[config.mk]
export PLATFORM = sky130hd
export DESIGN_NAME = ipm_idle_power_manager
export DESIGN_NICKNAME = d
export VERILOG_FILES = /design/src/ipm_pkg.sv /design/src/ipm_idle_power_manager.sv
export VERILOG_INCLUDE_DIRS = /design/src
export SDC_FILE = /design/constraint.sdc
export NUM_CORES = 1
export LEC_CHECK = 0
export ABC_AREA = 0
export BUFFER_PORTS_ARGS = -buffer_cell sky130_fd_sc_hd__buf_2
export CAP_MARGIN = 10
export CORE_UTILIZATION = 45
export DETAILED_ROUTE_END_ITERATION = 6
export PLACE_DENSITY = 0.73
export SLEW_MARGIN = 10
export SYNTH_ARGS = -nofsm -noshare
export SYNTH_HDL_FRONTEND = slang
export SYNTH_SLANG_ARGS = --single-unit
[constraint.sdc]
create_clock -name mclk_i -period 7.7 [get_ports mclk_i]
set_clock_uncertainty 0.1 [all_clocks]
set_input_delay 0.385 -clock mclk_i [delete_from_list [all_inputs] [get_ports mclk_i]]
set_output_delay 0.385 -clock mclk_i [all_outputs]
set_load 0.01 [all_outputs]
[src/ipm_defines.svh]
// constants for the idle power manager
`ifndef IPM_DEFINES_SVH
`define IPM_DEFINES_SVH
// ---------------------------------------------------------------
// register byte offsets
// ---------------------------------------------------------------
`define IPM_CTRL_OFS 8'h00
`define IPM_TMO_OFS 8'h04
`define IPM_EVEN_OFS 8'h08
`define IPM_STAT_OFS 8'h0C
// ---------------------------------------------------------------
// control field positions
// ---------------------------------------------------------------
`define IPM_PROF_LSB 0
`define IPM_VMETH_LSB 2
`define IPM_VSUSP_BIT 4
`define IPM_HALT_BIT 5
`define IPM_BTN_BIT 6
`define IPM_PCIW_BIT 7
`define IPM_RING_BIT 8
`define IPM_ALRM_BIT 9
`define IPM_MDM_LSB 12
// timeout register fields: suspend code [3:0], disk code [7:4]
`define IPM_SUSP_LSB 0
`define IPM_DISK_LSB 4
// ---------------------------------------------------------------
// reset values
// ---------------------------------------------------------------
`define IPM_CTRL_RST 32'h0000_3000
`define IPM_TMO_RST 32'h0000_0000
`define IPM_EVEN_RST 32'h0000_0000
// ---------------------------------------------------------------
// timing, in minutes and seconds
// ---------------------------------------------------------------
`define IPM_CLK_HZ 20000000
`define IPM_SEC_CYC (`IPM_CLK_HZ)
`define IPM_OFF_DELAY_S 4
`define IPM_MIN_S 60
`define IPM_HOUR_MIN 60
`define IPM_BAD_RESP 2'b10
`endif

[src/ipm_pkg.sv]
// types for the idle power manager
package ipm_pkg;
  typedef enum logic [1:0] {IPM_PROF_OFF, IPM_PROF_MIN, IPM_PROF_USER,
    IPM_PROF_MAX} ipm_prof_t;
  typedef enum logic [1:0] {IPM_VID_SYNCBLANK, IPM_VID_DPMS,
    IPM_VID_BLANK, IPM_VID_RSV} ipm_vid_t;
  typedef enum {IPM_ST_RUN, IPM_ST_SUSP, IPM_ST_OFFWAIT,
    IPM_ST_OFF} ipm_state_t;
endpackage

[src/ipm_idle_power_manager.sv]
// idle power manager: activity timers, suspend, wake and power button
//
// Chosen here: the AXI4-Lite register port and the address map.
`include "ipm_defines.svh"
module ipm_idle_power_manager
  import ipm_pkg::*;
#(
  parameter int SEC_CYC = `IPM_SEC_CYC,
  parameter int NUM_IRQ = 16
)(
  input wire logic mclk_i,
  input wire logic sys_rst_i,
  input wire logic [7:0] s_axi_awaddr,
  input wire logic s_axi_awvalid,
  output logic s_axi_awready,
  input wire logic [31:0] s_axi_wdata,
  input wire logic [3:0] s_axi_wstrb,
  input wire logic s_axi_wvalid,
  output logic s_axi_wready,
  output logic [1:0] s_axi_bresp,
  output logic s_axi_bvalid,
  input wire logic s_axi_bready,
  input wire logic [7:0] s_axi_araddr,
  input wire logic s_axi_arvalid,
  output logic s_axi_arready,
  output logic [31:0] s_axi_rdata,
  output logic [1:0] s_axi_rresp,
  output logic s_axi_rvalid,
  input wire logic s_axi_rready,
  input wire logic [3:0] disk_act_i,
  input wire logic legacy_act_i,
  input wire logic [3:0] pci_interrupt_lines_i,
  input wire logic [NUM_IRQ-1:0] irq_i,
  input wire logic pci_wake_i,
  input wire logic ring_i,
  input wire logic alarm_i,
  input wire logic power_button_i,
  output logic dev_pwr_o,
  output logic disk_idle_shutdown_o,
  output logic video_pwr_o,
  output logic hsync_en_o,
  output logic vsync_en_o,
  output logic blank_o,
  output logic cpu_idle_o,
  output logic supply_on_o
);
  // ---------------------------------------------------------------
  // registers and bus slave
  // ---------------------------------------------------------------
  logic [31:0] ctrl;
  logic [31:0] tmo;
  logic [31:0] even;
  logic [7:0] aw_addr;
  logic aw_full;
  logic [31:0] w_data;
  logic [3:0] w_strb;
  logic w_full;
  ipm_state_t state;
  logic wr_go;
  logic [31:0] next_rdata;
  logic next_rok;

  assign s_axi_awready = !aw_full && !s_axi_bvalid;
  assign s_axi_wready = !w_full && !s_axi_bvalid;
  assign s_axi_arready = !s_axi_rvalid;
  assign wr_go = aw_full && w_full && !s_axi_bvalid;

  // address and data may arrive in either order
  always_ff @(posedge mclk_i or posedge sys_rst_i)
    if (sys_rst_i)
    begin
      aw_full <= 1'b0;
      w_full <= 1'b0;
      aw_addr <= 8'h00;
      w_data <= 32'h0000_0000;
      w_strb <= 4'h0;
    end
    else
    begin
      if (s_axi_awvalid && s_axi_awready)
      begin
        aw_full <= 1'b1;
        aw_addr <= s_axi_awaddr;
      end
      else if (wr_go)
        aw_full <= 1'b0;
      if (s_axi_wvalid && s_axi_wready)
      begin
        w_full <= 1'b1;
        w_data <= s_axi_wdata;
        w_strb <= s_axi_wstrb;
      end
      else if (wr_go)
        w_full <= 1'b0;
    end

  // byte-lane merge used by every writable register
  function automatic logic [31:0] merge(input logic [31:0] old,
    input logic [31:0] nw, input logic [3:0] st);
    logic [31:0] r;
    r = old;
    for (int i = 0; i < 4; i++)
      if (st[i])
        r[8*i +: 8] = nw[8*i +: 8];
    return r;
  endfunction

  function automatic logic mapped(input logic [7:0] a);
    return a == `IPM_CTRL_OFS || a == `IPM_TMO_OFS ||
      a == `IPM_EVEN_OFS || a == `IPM_STAT_OFS;
  endfunction

  // register writes and the write response
  always_ff @(posedge mclk_i or posedge sys_rst_i)
    if (sys_rst_i)
    begin
      ctrl <= `IPM_CTRL_RST;
      tmo <= `IPM_TMO_RST;
      even <= `IPM_EVEN_RST;
      s_axi_bvalid <= 1'b0;
      s_axi_bresp <= 2'b00;
    end
    else
    begin
      if (wr_go)
      begin
        s_axi_bvalid <= 1'b1;
        s_axi_bresp <= mapped(aw_addr) ? 2'b00 : `IPM_BAD_RESP;
        case (aw_addr)
          `IPM_CTRL_OFS: ctrl <= merge(ctrl, w_data, w_strb);
          `IPM_TMO_OFS: tmo <= merge(tmo, w_data, w_strb);
          `IPM_EVEN_OFS: even <= merge(even, w_data, w_strb);
          default: ;
        endcase
      end
      else if (s_axi_bready)
        s_axi_bvalid <= 1'b0;
    end

  // ---------------------------------------------------------------
  // configuration decode
  // ---------------------------------------------------------------
  ipm_prof_t prof;
  ipm_vid_t vmeth;
  logic [3:0] mdm_irq;
  assign prof = ipm_prof_t'(ctrl[`IPM_PROF_LSB +: 2]);
  assign vmeth = ipm_vid_t'(ctrl[`IPM_VMETH_LSB +: 2]);
  assign mdm_irq = ctrl[`IPM_MDM_LSB +: 4];

  // timer code to minutes: 0 off, 1..9 = 1/2/4/6/8/10/20/30/40, else 60
  function automatic logic [6:0] code_min(input logic [3:0] c);
    case (c)
      4'h0: return 7'd0;
      4'h1: return 7'd1;
      4'h2: return 7'd2;
      4'h3: return 7'd4;
      4'h4: return 7'd6;
      4'h5: return 7'd8;
      4'h6: return 7'd10;
      4'h7: return 7'd20;
      4'h8: return 7'd30;
      4'h9: return 7'd40;
      default: return 7'(`IPM_HOUR_MIN);
    endcase
  endfunction

  // suspend minutes; 0 means never suspend
  logic [6:0] susp_min;
  logic [6:0] disk_min;
  always_comb
  begin
    case (prof)
      IPM_PROF_MAX: susp_min = 7'd1;
      IPM_PROF_MIN: susp_min = 7'(`IPM_HOUR_MIN);
      IPM_PROF_USER: susp_min = code_min(tmo[`IPM_SUSP_LSB +: 4]);
      default: susp_min = 7'd0;
    endcase
    // min profile leaves the disk on its own setting
    case (prof)
      IPM_PROF_MAX: disk_min = 7'd1;
      IPM_PROF_OFF: disk_min = 7'd0;
      default: disk_min = code_min(tmo[`IPM_DISK_LSB +: 4]);
    endcase
  end

  // ---------------------------------------------------------------
  // activity and wake sources
  // ---------------------------------------------------------------
  logic activity;
  logic disk_any;
  logic wake;
  logic modem_ring;
  assign disk_any = |(disk_act_i & even[3:0]);
  assign activity = disk_any || (legacy_act_i && even[4]) ||
    ((|pci_interrupt_lines_i) && even[5]);
  assign modem_ring = irq_i[mdm_irq];
  assign wake = activity || modem_ring ||
    (pci_wake_i && ctrl[`IPM_PCIW_BIT]) ||
    (ring_i && ctrl[`IPM_RING_BIT]) ||
    (alarm_i && ctrl[`IPM_ALRM_BIT]);

  // ---------------------------------------------------------------
  // second tick and idle timers
  // ---------------------------------------------------------------
  logic [31:0] pre;
  logic tick;
  logic [11:0] susp_sec;
  logic [11:0] disk_sec;
  logic susp_due;
  logic disk_off;
  assign tick = pre == 32'(SEC_CYC - 1);

  always_ff @(posedge mclk_i or posedge sys_rst_i)
    if (sys_rst_i)
      pre <= 32'h0000_0000;
    else
      pre <= tick ? 32'h0000_0000 : pre + 32'h0000_0001;

  // idle seconds counted up; reloading means clearing
  always_ff @(posedge mclk_i or posedge sys_rst_i)
    if (sys_rst_i)
    begin
      susp_sec <= 12'h000;
      disk_sec <= 12'h000;
      disk_off <= 1'b0;
    end
    else
    begin
      if (activity || state != IPM_ST_RUN || susp_min == 7'd0)
        susp_sec <= 12'h000;
      else if (tick && !susp_due)
        susp_sec <= susp_sec + 12'h001;
      // a disabled code, disk activity or leaving run restarts the count, so a stale count
      // cannot fire at once or run past the limit and wrap
      if (disk_any || state != IPM_ST_RUN || disk_min == 7'd0)
      begin
        disk_sec <= 12'h000;
        disk_off <= 1'b0;
      end
      else if (disk_sec >= 12'(disk_min * `IPM_MIN_S))
        disk_off <= 1'b1;
      else if (tick)
        disk_sec <= disk_sec + 12'h001;
    end
  assign susp_due = susp_min != 7'd0 &&
    susp_sec >= 12'(susp_min * `IPM_MIN_S);

  // ---------------------------------------------------------------
  // power state machine
  // ---------------------------------------------------------------
  logic [31:0] off_cnt;
  logic btn_q;
  logic btn_press;
  assign btn_press = power_button_i && !btn_q;

  always_ff @(posedge mclk_i or posedge sys_rst_i)
    if (sys_rst_i)
      btn_q <= 1'b0;
    else
      btn_q <= power_button_i;

  always_ff @(posedge mclk_i or posedge sys_rst_i)
    if (sys_rst_i)
    begin
      state <= IPM_ST_RUN;
      off_cnt <= 32'h0000_0000;
    end
    else
      case (state)
        IPM_ST_RUN:
          if (btn_press)
          begin
            off_cnt <= 32'h0000_0000;
            state <= ctrl[`IPM_BTN_BIT] ? IPM_ST_OFFWAIT
              : IPM_ST_OFF;
          end
          else if (susp_due && !activity)
            state <= IPM_ST_SUSP;
        IPM_ST_SUSP:
          if (btn_press)
            state <= ctrl[`IPM_BTN_BIT] ? IPM_ST_OFFWAIT : IPM_ST_OFF;
          else if (wake)
            state <= IPM_ST_RUN;
        IPM_ST_OFFWAIT:
          if (btn_press) // restart at once inside the window
            state <= IPM_ST_RUN;
          else if (tick && off_cnt == 32'(`IPM_OFF_DELAY_S - 1))
            state <= IPM_ST_OFF;
          else if (tick)
            off_cnt <= off_cnt + 32'h0000_0001;
        IPM_ST_OFF:
          if (btn_press || (ring_i && ctrl[`IPM_RING_BIT]))
            state <= IPM_ST_RUN;
        default: state <= IPM_ST_RUN;
      endcase

  // ---------------------------------------------------------------
  // power and video outputs
  // ---------------------------------------------------------------
  logic saving;
  assign saving = state == IPM_ST_SUSP || state == IPM_ST_OFFWAIT;

  always_ff @(posedge mclk_i or posedge sys_rst_i)
    if (sys_rst_i)
    begin
      dev_pwr_o <= 1'b1;
      disk_idle_shutdown_o <= 1'b0;
      video_pwr_o <= 1'b1;
      hsync_en_o <= 1'b1;
      vsync_en_o <= 1'b1;
      blank_o <= 1'b0;
      cpu_idle_o <= 1'b0;
      supply_on_o <= 1'b1;
    end
    else
    begin
      dev_pwr_o <= state == IPM_ST_RUN;
      disk_idle_shutdown_o <= disk_off || state != IPM_ST_RUN;
      video_pwr_o <= !(saving && ctrl[`IPM_VSUSP_BIT]) &&
        state != IPM_ST_OFF;
      // dpms leaves syncs to the display driver
      hsync_en_o <= !(saving && vmeth == IPM_VID_SYNCBLANK);
      vsync_en_o <= !(saving && vmeth == IPM_VID_SYNCBLANK);
      blank_o <= saving && (vmeth == IPM_VID_SYNCBLANK ||
        vmeth == IPM_VID_BLANK);
      cpu_idle_o <= saving && ctrl[`IPM_HALT_BIT];
      supply_on_o <= state != IPM_ST_OFF;
    end

  // ---------------------------------------------------------------
  // read path
  // ---------------------------------------------------------------
  always_comb
  begin
    next_rok = mapped(s_axi_araddr);
    case (s_axi_araddr)
      `IPM_CTRL_OFS: next_rdata = ctrl;
      `IPM_TMO_OFS: next_rdata = tmo;
      `IPM_EVEN_OFS: next_rdata = even;
      `IPM_STAT_OFS: next_rdata = {20'h00000, susp_sec};
      default: next_rdata = 32'h0000_0000;
    endcase
  end

  always_ff @(posedge mclk_i or posedge sys_rst_i)
    if (sys_rst_i)
    begin
      s_axi_rvalid <= 1'b0;
      s_axi_rdata <= 32'h0000_0000;
      s_axi_rresp <= 2'b00;
    end
    else if (s_axi_arvalid && s_axi_arready)
    begin
      s_axi_rvalid <= 1'b1;
      s_axi_rdata <= next_rdata;
      s_axi_rresp <= next_rok ? 2'b00 : `IPM_BAD_RESP;
    end
    else if (s_axi_rready)
      s_axi_rvalid <= 1'b0;

  // ---------------------------------------------------------------
  // checks
  // ---------------------------------------------------------------
  a_never_susp: assert property (@(posedge mclk_i) disable iff (sys_rst_i)
    susp_min == 7'd0 && state == IPM_ST_RUN |=> state != IPM_ST_SUSP)
    else $error("suspend entered while disabled");
  a_reload_timer: assert property (@(posedge mclk_i) disable iff (sys_rst_i)
    activity |=> susp_sec == 12'h000)
    else $error("suspend timer not reloaded");
  a_susp_off: assert property (@(posedge mclk_i) disable iff (sys_rst_i)
    state == IPM_ST_SUSP |=> !dev_pwr_o && disk_idle_shutdown_o)
    else $error("devices on in suspend");
  a_instant_off: assert property (@(posedge mclk_i) disable iff (sys_rst_i)
    state == IPM_ST_RUN && btn_press && !ctrl[`IPM_BTN_BIT]
    |=> ##1 !supply_on_o)
    else $error("instant off late");
  a_delay_hold: assert property (@(posedge mclk_i) disable iff (sys_rst_i)
    state == IPM_ST_RUN && btn_press && ctrl[`IPM_BTN_BIT]
    |=> ##1 supply_on_o && !dev_pwr_o)
    else $error("delayed off not suspended");
  a_sync_blank: assert property (@(posedge mclk_i) disable iff (sys_rst_i)
    saving && vmeth == IPM_VID_SYNCBLANK |=> !hsync_en_o && blank_o)
    else $error("sync blank method wrong");
  a_blank_only: assert property (@(posedge mclk_i) disable iff (sys_rst_i)
    saving && vmeth == IPM_VID_BLANK |=> hsync_en_o && blank_o)
    else $error("blank only method wrong");
  a_wake_resume: assert property (@(posedge mclk_i) disable iff (sys_rst_i)
    state == IPM_ST_SUSP && wake && !btn_press |=> ##1 dev_pwr_o)
    else $error("wake did not resume");
  a_cpu_idle: assert property (@(posedge mclk_i) disable iff (sys_rst_i)
    state == IPM_ST_SUSP && ctrl[`IPM_HALT_BIT] |=> cpu_idle_o)
    else $error("processor not idle");
  c_suspend: cover property (@(posedge mclk_i) state == IPM_ST_SUSP);
  c_resume: cover property (@(posedge mclk_i)
    state == IPM_ST_SUSP ##1 state == IPM_ST_RUN);
  c_offwait: cover property (@(posedge mclk_i) state == IPM_ST_OFFWAIT);
  c_disk_down: cover property (@(posedge mclk_i) disk_off);
endmodule

# After elaboration in Yosys (flattened, before gate mapping)
# Memory sizes are Yosys's and may differ from the RTL's.
# Cells that the tools add are included.
[totals]
register_bits = 309
mem_bits_ro = 192
elab_cells = 197
n_memories = 2
[op_classes]
n_addsub = 4
multipliers = 2
magnitude_cmp = 3
n_eq_ne = 27
mux = 36
bitwise_logic = 1
n_reduce_logical = 86
[mem_list]
columns = ["memory", "depth", "word_bits", "read_ports", "rd_clocked_by_memory_dff", "write_ports", "line_no", "rtl"]
rows = [
  ["(no name shown)", 16, 6, 1, 0, 0, "ipm_idle_power_manager.sv:152", "case (c)"],
  ["(no name shown)", 16, 6, 1, 0, 0, "ipm_idle_power_manager.sv:152", ""],
]
[ops]
columns = ["cell", "n"]
rows = [
  ["2-to-1 mux 32 bit", 12],
  ["one-hot mux 32 bit (4 select lines)", 2],
  ["equality test 32 x 2 -> 1 bit (second input constant)", 4],
  ["adder 32 x 1 -> 32 bit (second input constant)", 2],
  ["logical NOT 32 bit", 2],
  ["one-hot mux 32 bit (2 select lines)", 1],
  ["2-to-1 mux 12 bit", 5],
  ["AND reduction 3 bit", 12],
  ["equality test 32 x 1 -> 1 bit (second input constant)", 1],
  ["equality test 32 x 25 -> 1 bit (second input constant)", 1],
  ["equality test 32 x 3 -> 1 bit (second input constant)", 1],
  ["equality test 8 x 4 -> 1 bit (second input constant)", 4],
  ["inequality test 32 x 3 -> 1 bit (second input constant)", 1],
  ["nonzero test 32 bit", 1],
  ["adder 12 x 1 -> 12 bit (second input constant)", 2],
  [">= comparator 12 bit", 2],
  ["logical AND 1 bit", 22],
  ["one-hot mux 7 bit (3 select lines)", 1],
  ["logical OR 1 bit", 20],
  ["multiplier 7 x 4 -> 10 bit (second input constant)", 2],
  ["equality test 8 x 3 -> 1 bit (second input constant)", 2],
  ["logical NOT 8 bit", 2],
  ["nonzero test 2 bit", 8],
  ["logical NOT 7 bit", 2],
  ["17 further kinds", 47],
]

# Longest topological paths before layout
# Gate-level depths: netlist (run 1).
[logic_depth]
ltp_word = 11
mapped_depth = 25
mapped_depth_nobuf = 25

# Least setup slack after synthesis (run 1)
# Ideal clock, no wire load.
[synth_path]
kind = "register -> register"
start = "reg tmo[0]"
end = "reg susp_sec[4]"
arrival_ns = 5.205
required_ns = 7.533
slack_ns = 2.329
stages_incl_launch_ff = 24
path_buffers = 0
period_less_slack_ns = 5.371
path_cell_list = "dfrtp_1 > inv_1 > ha_1 > a21o_1 > or2_2 > nand2_1 > xnor2_1 > ha_1 > inv_1 > fa_1 > inv_1 > ha_1 > a21oi_1 > nand2b_1 > a21oi_1 > o41a_1 > xnor2_1 > ha_1 > and4_1 > o311a_1 > a211oi_1 > o21ai_1 > or4_1 > nand2_1"
[synth_via]
elab_chain_cells = 8
elab_cells_between_ends = 12
cone_classes = "mul: 1; order compare: 1; mux: 2; reduce/logical: 7; memory: 1"
[synth_lines]
columns = ["element", "line_no", "rtl"]
rows = [
  ["start: declaration", "ipm_idle_power_manager.sv:51", "logic [31:0] tmo;"],
  ["start signal: assignment", "ipm_idle_power_manager.sv:118", "tmo <= `IPM_TMO_RST;"],
  ["start signal: assignment", "ipm_idle_power_manager.sv:131", "`IPM_TMO_OFS: tmo <= merge(tmo, w_data, w_strb);"],
  ["memory (16 x 6 bit) *", "n/a", ""],
  ["one-hot mux 7 bit (3 select lines) *", "ipm_idle_power_manager.sv:172", "case (prof)"],
  ["multiplier 7 x 4 -> 10 bit (no line)", "n/a", ""],
  [">= comparator 12 bit", "ipm_idle_power_manager.sv:246", "susp_sec >= 12'(susp_min * `IPM_MIN_S);"],
  ["logical AND 1 bit", "ipm_idle_power_manager.sv:245", "assign susp_due = susp_min != 7'd0 &&"],
  ["logical NOT 1 bit", "ipm_idle_power_manager.sv:231", "else if (tick && !susp_due)"],
  ["logical AND 1 bit", "ipm_idle_power_manager.sv:231", ""],
  ["nonzero test 2 bit (no line)", "n/a", ""],
  ["end signal: assignment", "ipm_idle_power_manager.sv:232", "susp_sec <= susp_sec + 12'h001;"],
  ["end: declaration", "ipm_idle_power_manager.sv:207", "logic [11:0] susp_sec;"],
]
# Every way passes the cells marked *; elsewhere a longest branch is shown, timed or not.
# A chain may end at the register's enable or synchronous reset.

# Worst setup path in the final report (run 1)
# Ends and elaborated chain as after synthesis.

==> results.json, run 1 <==
{
  "fp.dieW_um": 183,
  "grt_pass1_wl_um": 56500,
  "h-tree-depth": 1,
  "cts_made_buffers": 30,
  "cp.buffers_inverters": 3,
  "max-cap-violations": 0,
  "max_freq_mhz": 166,
  "peakVddDrop_v": 0.000281,
  "yosysWarningCount": 0,
  "hold_buffers": 48,
  "wirelength_um": 34000,
  "dp_hpwl_um": 23300,
  "nets": 1671,
  "fp-row-count": 65,
  "top_usage_layer": "met2",
  "hp-class": "in -> reg",
  "clkLatencyLatePin_ns": 0.55,
  "place.gp.congestion": 0.870,
  "crit_family": "compound AO/OA/AOI/OAI gates",
  "cp_slowest_cell": "or4_1",
  "syn_to_final_growth_pct": 17.4,
  "critPathMostFrequentCell": "ha_1",
  "n_fill_cell": 2668,
  "min_from": "s_axi_wstrb[3]",
  "vias": 10800,
  "post_cts_buffers": 0,
  "crit_type": "reg -> reg",
  "cts.sinks": 277,
  "final_common_cell": "dfrtp_1",
  "wl_per_cell_um": 17.4,
  "netlist_area_um2": 14700,
  "synth.yosys.seq_area_share_pct": 47.3,
  "cp_cell_sequence": "inv_1, ha_1, a21o_1, or2_2, nand2_1, xnor2_1, ha_1, inv_1, fa_1, inv_1, ha_1, a21oi_1, nand2b_1, a21oi_1, o41a_1, xnor2_1, ha_1, and4_1, o311a_1, a211oi_1, o21ai_1, or4_1, nand2_1",
  "grt.total_usage_pct": 20.9,
  "met2_usage_pct": 34.7,
  "start_util_pct": 46.1,
  "finish.utilization_pct": 54.1,
  "grt_use_met3_pct": 3.79,
  "cts_tree": "yes",
  "required_ns": 8.08,
  "finalCritPeriodShare_pct": 78.2,
  "relSlewSlack_pct": 25.5,
  "hold_end": "w_strb[3]",
  "synth_flop_cell": "dfrtp_1",
  "grt_pass1_vias": 11000,
  "synth.distinct_cells": 71,
  "drc_errors": 0,
  "arrival_ns": 6.40,
  "final_cell_mix": "dfrtp_1 (271), mux2_2 (148), buf_2 (134), nand2_1 (114), nor2_1 (85)",
  "grt-ovfl-total": 0,
  "fin_tns_setup_ns": 0,
  "max_stage_delay_ns": 0.57,
  "grt_max_degree": 78,
  "path_clk_slew_ns": 0.06,
  "dr.pass1.iters": 4,
  "drtAntennaViolNets": 0,
  "avgSynthCellArea_um2": 11.1,
  "hold_violations": 0,
  "cts.repair.resized": 0,
  "clockRootBuffer": "clkbuf_16",
  "slew_viol_final": 0,
  "synth-seq-cells": 277,
  "grt_use_met1_pct": 28.5,
  "r2r-end": "susp_sec[4]",
  "die_y_um": 183,
  "crit_path_start_kind": "flop",
  "cp_max_fo": 10,
  "first_iter_violations": 691,
  "async_reset_ff_share_pct": 100,
  "clockBufferDepth": 3,
  "dieArea_um2": 33300,
  "worst_hold_slack_ns": 0.0246,
  "coreArea_um2": 31800,
  "synth-edff-count": 0,
  "r2r_slack_ns": 1.68,
  "period_needed_ns": 6.02,
  "outcome": "completed",
  "total_leakage_power_uw": 0.00814,
  "finalSetupViolations": 0,
  "boundaryPins": 137,
  "synth_cells": 1319,
  "r2r_cells": 23,
  "endpoint_kind": "flop",
  "power.density_nw_per_um2": 262,
  "worstMarginPinSlew_ns": 1.11,
  "grt_setup_unrepaired": "false",
  "antenna_found_initial": 2,
  "avgViaCountPerCell": 5.50,
  "port_buffers": 134,
  "drive_gt1_share_pct": 24.4,
  "total_power_uw": 4510,
  "hold_path_depth": 2,
  "timing.rr.start": "tmo[0]"
}
==> how the worst max path moves through the flow <==
stage	start	depth (start not counted)	end	slack, ns
after CTS	tmo[0]	23	susp_sec[4]	1.72
after detailed placement	tmo[0]	23	susp_sec[4]	1.76
after floorplan	tmo[0]	23	susp_sec[4]	2.33
final	tmo[0]	23	susp_sec[4]	1.68
after global placement	tmo[0]	23	susp_sec[8]	2.00
after global routing	ctrl[0]	25	susp_sec[10]	1.37
==> kinds of logic (layout without fill, tap and decap cells) <==
kind of cell,after synthesis,count (layout),synth area share [%]
xor+xnor,57,57,3.41
flops,277,277,47.3
buf+inv,116,314,3.21
simple gates,404,404,14.0
other cells,1,4,0.0256
fa+ha+maj,89,89,8.36
compound gates,185,185,8.59
mux,190,190,15.1
==> cells in the mapped netlist (3+ instances only) <==
cell type	count	area share [%]
dfrtp_1	271	46
mux2_2	148	11
nand2_1	115	2.9
nor2_1	86	2.2
ha_1	74	6.3
inv_1	68	1.7
nand3_1	53	1.8
o21ai_0	45	1.5
a21oi_1	34	1.2
clkbuf_1	33	0.84
xnor2_1	33	2.0
mux2i_1	32	2.2
a22o_1	27	1.6
xor2_1	24	1.4
nor3_1	23	0.79
o211ai_1	21	1.1
nand4_1	18	0.77
and3_1	16	0.68
nor4_1	16	0.68
fa_1	15	2.0
or4_1	14	0.72
nand2b_1	12	0.51
nor2b_1	11	0.47
mux4_2	10	1.5
a21o_1	8	0.41
a22oi_1	8	0.41
and4_1	7	0.42
buf_2	7	0.24
nand4b_1	7	0.42
o21a_1	7	0.36
dfstp_2	6	1.1
o41ai_1	6	0.36
o21bai_1	4	0.20
or3_1	4	0.17
and2_1	3	0.13
buf_1	3	0.077
buf_4	3	0.15
o21ai_1	3	0.10
o311ai_0	3	0.18
==> registers in the layout (all words and copies together) (netlist names), 2 cells and up <==
signal       count
disk_sec        12
state            2
even            32
pre             32
ctrl            32
s_axi_rdata     32
w_data          32
susp_sec        12
aw_addr          8
w_strb           4
tmo             32
off_cnt         32
==> layer usage <==
layer | wire [um] | up-vias
met5 | 0 | -
met1 | 15000 | 5340
met3 | 2150 | 46
li1 | - | 5073
met4 | 544 | 0
met2 | 16300 | 296
==> worst register-to-register path: stages, from the launching register on <==
cell,delay (ns)
dfrtp_1,0.41
inv_1,0.10
ha_1,0.33
a21o_1,0.18
or2_2,0.30
nand2_1,0.16
xnor2_1,0.10
ha_1,0.28
inv_1,0.05
fa_1,0.50
inv_1,0.05
ha_1,0.33
a21oi_1,0.20
nand2b_1,0.13
a21oi_1,0.08
o41a_1,0.33
xnor2_1,0.13
ha_1,0.31
and4_1,0.22
o311a_1,0.13
a211oi_1,0.48
o21ai_1,0.40
or4_1,0.57
nand2_1,0.09
==> per-stage QoR <==
stage          std cells  instance area (um^2)  setup slack, ns
3_5_place_dp        1849                 15700             1.76
5_1_grt             1954                 17200             1.37
2_1_floorplan       1320                 14700             2.33
3_3_place_gp        1849                 15700             2.00
4_1_cts             1953                 17200             1.72
6_report            1955                 17200             1.68
==> power by group <==
part	internal [uW]	switching, uW	leakage (uW)	total [uW]
Combinational	512	546	0.00398	1060
Sequential	1750	266	0.00368	2010
Clock	855	580	0.000485	1440
Total	3110	1390	0.00814	4510
==> final cells by class <==
cell class	instances	area [um^2]	area share (%)
Multi-Input combinational cell	927	7260	42.2
Sequential cell	277	6940	40.3
Antenna cell	2	5.00	0.0291
Timing Repair Buffer	190	1210	7.03
Tap cell	435	544	3.16
Inverter	68	259	1.50
Clock inverter	11	118	0.683
Clock buffer	45	878	5.10
(Power assumes the default switching activity.)
==> run 2, diff against run 1 <==
- ABC_AREA: 0 -> 1
- PLACE_DENSITY: 0.73 -> 0.72
- clock period: 7.7 -> 4.85 ns (I/O delays scaled with it)
==> results.json, run 2 <==
{
  "dp_slack_ns": -0.238,
  "max_freq_mhz": 212,
  "synth-edff-count": 0,
  "synth_top_area_share_pct": 43.7,
  "r2r-end": "susp_sec[11]",
  "finalSetupViolations": 0,
  "required_ns": 5.23,
  "r2r_slack_ns": 0.13,
  "wirelength_um": 40600,
  "final_cell_mix": "nand2_1 (591), dfrtp_1 (269), inv_1 (202), nor2_1 (190), o21ai_0 (137)",
  "hp-class": "in -> reg",
  "hold_path_depth": 3,
  "synthTopCellsByCount": "nand2_1 (604), dfrtp_1 (271), inv_1 (215), nor2_1 (193), o21ai_0 (145)",
  "avgSynthCellArea_um2": 7.80,
  "dp_hpwl_um": 27800,
  "timing.rr.start": "tmo[0]",
  "crit_type": "reg -> reg",
  "power.density_nw_per_um2": 447,
  "r2r_cells": 26,
  "nets": 2378,
  "fp-row-count": 67,
  "grt_pass1_wl_um": 66500,
  "hold_violations": 0,
  "synth.distinct_cells": 47,
  "max_stage_delay_ns": 0.53,
  "port_buffers": 134,
  "clockBufferDepth": 3,
  "avgViaCountPerCell": 5.16,
  "cp_slowest_cell": "fa_1",
  "yosysTopAreaCell": "dfrtp_1",
  "fp.dieW_um": 188,
  "place.gp.congestion": 0.928,
  "arrival_ns": 5.10,
  "grt_pass1_vias": 13400,
  "vias": 13800,
  "worstMarginPinSlew_ns": 1.26,
  "syn_to_final_growth_pct": 20.9,
  "synth.yosys.seq_area_share_pct": 44.7,
  "peakVddDrop_v": 0.000265,
  "path_clk_slew_ns": 0.06,
  "crit_path_start_kind": "flop",
  "synth_flop_cell": "dfrtp_1",
  "grt_max_degree": 147,
  "final_common_cell": "nand2_1",
  "coreArea_um2": 33800,
  "yosysWarningCount": 0,
  "hold_end": "aw_full",
  "wl_per_cell_um": 15.2,
  "die_y_um": 188,
  "cts.sinks": 277,
  "synth.top_cells.by_area": "dfrtp_1 (44%), nand2_1 (15%), ha_1 (6.0%), inv_1 (5.2%), o21ai_0 (4.7%)",
  "yosys.cell_count.top_type": "nand2_1",
  "endpoint_kind": "flop",
  "grt-ovfl-total": 0,
  "n_antenna_cell": 0,
  "first_iter_violations": 1038,
  "relSlewSlack_pct": 15.4,
  "finalCritPeriodShare_pct": 97.3,
  "period_needed_ns": 4.72,
  "clockRootBuffer": "clkbuf_16",
  "synth_cells": 1992,
  "start_util_pct": 46.0,
  "async_reset_ff_share_pct": 100,
  "boundaryPins": 137,
  "min_from": "s_axi_awvalid",
  "dr.pass1.iters": 6,
  "outcome": "completed",
  "max-cap-violations": 0,
  "drc_errors": 0,
  "total_leakage_power_uw": 0.00916,
  "slew_viol_final": 0,
  "synth-seq-cells": 277,
  "antenna_found_initial": 1,
  "cp_max_fo": 6,
  "cts_tree": "yes",
  "h-tree-depth": 1,
  "drive_gt1_share_pct": 15.2,
  "drtAntennaViolNets": 0,
  "worst_hold_slack_ns": 0.107,
  "cts_made_buffers": 31,
  "grt.total_usage_pct": 22.9,
  "dieArea_um2": 35300,
  "fin_ws_ns": 0.130,
  "netlist_area_um2": 15500,
  "clkLatencyLatePin_ns": 0.57
}
[run 2: cell count changes after synthesis, sizes merged, moves of 51 or more]
cell   change
nand2    +494
inv      +152
nor2     +109
nand3     +51
mux2     -141
o21ai    +120
[run 2: worst max-delay path by stage]
stage / start / to / depth (start not counted)
detailed placement: ctrl[1] / disk_sec[2] / 23
global placement: ctrl[1] / disk_sec[4] / 24
finish: tmo[0] / susp_sec[11] / 26
CTS: tmo[1] / susp_sec[1] / 27
floorplan: ctrl[1] / disk_sec[2] / 24
global route: tmo[1] / susp_sec[11] / 26
[run 2: area by class of cell]
| cell class | instances | area (um^2) |
|---|---|---|
| Tap cell | 448 | 561 |
| Clock buffer | 42 | 867 |
| Timing Repair Buffer | 223 | 1490 |
| Multi-Input combinational cell | 1448 | 7860 |
| Fill cell | 3005 | 15000 |
| Sequential cell | 277 | 6940 |
| Inverter | 220 | 832 |
| Clock inverter | 14 | 224 |
[run 2: power by group]
| part | switching [uW] | internal (uW) |
|---|---|---|
| Sequential | 288 | 2810 |
| Clock | 971 | 1520 |
| Combinational | 1800 | 1010 |
[run 2: critical path: cells and delay by family (launching register included)]
kind	cells	cell delay (ns)
adders and majority gates	6	1.98
AOI/OAI and AO/OA	5	0.61
buffers and inverters	4	0.38
xor gates and xnor gates	1	0.14
DFF	1	0.44
and+or+nand+nor	10	0.97
[run 2: logic make-up (layout without fill, tap and decap cells)]
logic type / count (synthesis) / count (layout) / share of synthesized area (%)
AO/OA/AOI/OAI: 266 / 267 / 9.07
multiplexers: 7 / 7 / 0.508
other: 1 / 2 / 0.0241
XOR/XNOR: 69 / 69 / 3.89
flip-flops: 277 / 277 / 44.7
adder cells (fa/ha/maj): 89 / 89 / 7.89
buffers and inverters: 271 / 499 / 6.82
AND/OR/NAND/NOR: 1012 / 1014 / 27.1
[run 2: timing repair]
action | 4_1_cts | 5_1_grt
pin swaps | 0 | 18
resized for setup | 7 | 70
gates cloned | 0 | 3
setup endpoints to repair | 12 | 27
hold buffers | 49 | 0
buffers inserted | 0 | 18
hold endpoints to repair | 319 | 0
[run 2: through the flow]
step | std cells | TNS (ns) | util [%] | power [uW] | cell area (um^2)
after global placement | 2546 | 0 | 49.7 | 5440 | 16800
final | 2672 | 0 | 55.6 | 8400 | 18800
after CTS | 2651 | 0 | 54.4 | 8130 | 18400
after floorplan | 1993 | 0 | - | 4870 | 15600
after detailed placement | 2546 | -2.16 | 49.7 | 5560 | 16800
after global routing | 2672 | -1.28 | 55.6 | 8950 | 18800
[run 2: layer usage]
metal / track usage [%] / share of wire, % / vias up
met3: 3.22 / 5.3 / 89
met4: 7.63 / 3.0 / 2
met2: 38.2 / 47 / 423
li1: - / - / 6785
met1: 30.5 / 44 / 6494
met5: 0 / 0.020 / -
==> run 3, diff against run 2 <==
- CELL_PAD_IN_SITES_DETAIL_PLACEMENT: unset -> 2
- CELL_PAD_IN_SITES_GLOBAL_PLACEMENT: unset -> 2
- CORE_UTILIZATION: 45 -> 32
- PLACE_DENSITY: 0.72 -> 0.83
==> results.json, run 3 (same netlist as run 2, synthesis figures left out) <==
{
  "drive_gt1_share_pct": 17.7,
  "max_freq_mhz": 194,
  "final_cells": 2857,
  "vias": 15000,
  "p_sw_uw": 3930,
  "p_seq_share_pct": 33.3,
  "grt_pass1_wl_um": 93800,
  "grt-ovfl-total": 0,
  "cts_tree": "yes",
  "cp.buffers_inverters": 7,
  "dp_hpwl_um": 38200,
  "fin_ws_ns": -0.299,
  "max-cap-violations": 0,
  "drt-met1-wl_um": 25700,
  "final_common_cell": "nand2_1",
  "cp_slowest_cell": "fa_1",
  "fin_tns_setup_ns": -3.10,
  "place.gp.congestion": 0.842,
  "drc_errors": 0,
  "hold_end": "s_axi_rvalid",
  "total_leakage_power_uw": 0.00931,
  "swShare_pct": 41.0,
  "slew_viol_final": 0,
  "drtAntennaViolNets": 0,
  "min_from": "s_axi_arvalid",
  "die_y_um": 222,
  "arrival_ns": 5.49,
  "topRoutingLayerUsed": "met4",
  "hold_path_depth": 4,
  "first_iter_violations": 737,
  "wl_met3_um": 1900,
  "cp-startpoint": "tmo[1]",
  "boundaryPins": 137,
  "worst_hold_slack_ns": 0.0912,
  "crit_family": "adder cells",
  "period_needed_ns": 5.15,
  "critPathMostFrequentCell": "ha_4",
  "finish.utilization_pct": 40.8,
  "coreArea_um2": 47800,
  "crit_type": "reg -> reg",
  "grt_max_degree": 144,
  "endpoint_kind": "flop",
  "crit_path_start_kind": "flop",
  "path_clk_slew_ns": 0.07,
  "max_stage_delay_ns": 0.50,
  "r2r-end": "susp_sec[3]",
  "hold_violations": 0,
  "relSlewSlack_pct": 26.0,
  "r2r_slack_ns": -0.30,
  "syn_to_final_growth_pct": 25.6,
  "power_frac_comb_pct": 37.8,
  "clockRootBuffer": "clkbuf_16",
  "h-tree-depth": 2,
  "clkLatencyLatePin_ns": 0.57,
  "clockBufferDepth": 3,
  "met2_wirelength_um": 34300,
  "wirelength_um": 64800,
  "outcome": "complete, but fails checks",
  "fp.dieW_um": 222,
  "wl_per_cell_um": 22.7,
  "violations": "setup timing",
  "r2r_cells": 31,
  "dieArea_um2": 49400,
  "port_buffers": 134,
  "grt_pass1_vias": 16900,
  "cts_made_buffers": 35,
  "finalSetupViolations": 14,
  "power.density_nw_per_um2": 492,
  "pwr-share-clk_pct": 28.9,
  "start_util_pct": 32.5,
  "dpl.cell_count": 2723,
  "worstMarginPinSlew_ns": 1.11,
  "hp-class": "in -> reg",
  "dr.pass1.iters": 5,
  "avgViaCountPerCell": 5.25,
  "required_ns": 5.19,
  "grt_setup_unrepaired": "true",
  "antenna_found_initial": 3,
  "final_cell_mix": "nand2_1 (577), dfrtp_1 (269), inv_1 (195), nor2_1 (185), buf_2 (134)",
  "grt.total_usage_pct": 24.0,
  "cp_max_fo": 6,
  "peakVddDrop_v": 0.000319,
  "finalCritPeriodShare_pct": 106,
  "nets": 2394,
  "cts.sinks": 277,
  "timing.rr.start": "tmo[1]",
  "fp-row-count": 80,
  "intPower_uw": 5660
}
==> run 3: metal layers <==
metal  GRT usage, %  up-vias
met2           44.4      319
met4           10.1        0
met5              0        -
met1           27.4     7734
li1               -     6798
met3           3.28      154
==> run 3: area by class of cell <==
class                   instances  area [um^2]
multi-input cells            1446         8160
repair buffers                237         1630
inverters                     220          835
fillers                      5341        28300
clock buffers                  53         1020
flip-flops and latches        277         6940
diodes                          2         5.00
well taps                     615          769
clock inverters                 7          150
==> run 3: repair_timing <==
| item | CTS | global route |
|---|---|---|
| setup endpoints to repair | 26 | 27 |
| hold endpoints to repair | 73 | 0 |
| hold buffers | 48 | 0 |
| pin swaps | 14 | 57 |
| cloned | 1 | 1 |
| setup buffers | 6 | 16 |
| gates resized for setup | 38 | 115 |
==> run 3: how the worst max path moves through the flow <==
stage | cells past startpoint | endpoint | slack, ns
2_1_floorplan | 24 | disk_sec[2] | 0.11
3_3_place_gp | 25 | susp_sec[9] | 0.11
3_5_place_dp | 32 | susp_sec[2] | -0.31
4_1_cts | 24 | disk_sec[10] | -0.01
5_1_grt | 31 | susp_sec[3] | -0.41
6_report | 31 | susp_sec[3] | -0.30
==> run 3: tightest hold or removal path: cells and delay by family <==
family | cells | cell delay [ns]
buf+inv | 2 | 0.28
compound gates | 1 | 0.12
simple gates | 1 | 0.06
==> run 3: power groups by stage <==
stage / Sequential [uW] / Clock [uW] / Combinational [uW]
3_3_place_gp: 3100 / 0 / 2480
5_1_grt: 3230 / 2890 / 3930
4_1_cts: 3130 / 2790 / 2940
6_report: 3190 / 2770 / 3620
3_5_place_dp: 3160 / 0 / 2700
2_1_floorplan: 3060 / 0 / 1810
==> run 3: metrics by stage <==
stage / setup WS [ns] / cell area, um^2 / total power [uW]
2_1_floorplan: 0.111 / 15600 / 4870
3_3_place_gp: 0.113 / 17100 / 5580
3_5_place_dp: -0.310 / 17100 / 5850
4_1_cts: -0.0110 / 18900 / 8860
5_1_grt: -0.413 / 19500 / 10100
6_report: -0.299 / 19500 / 9590
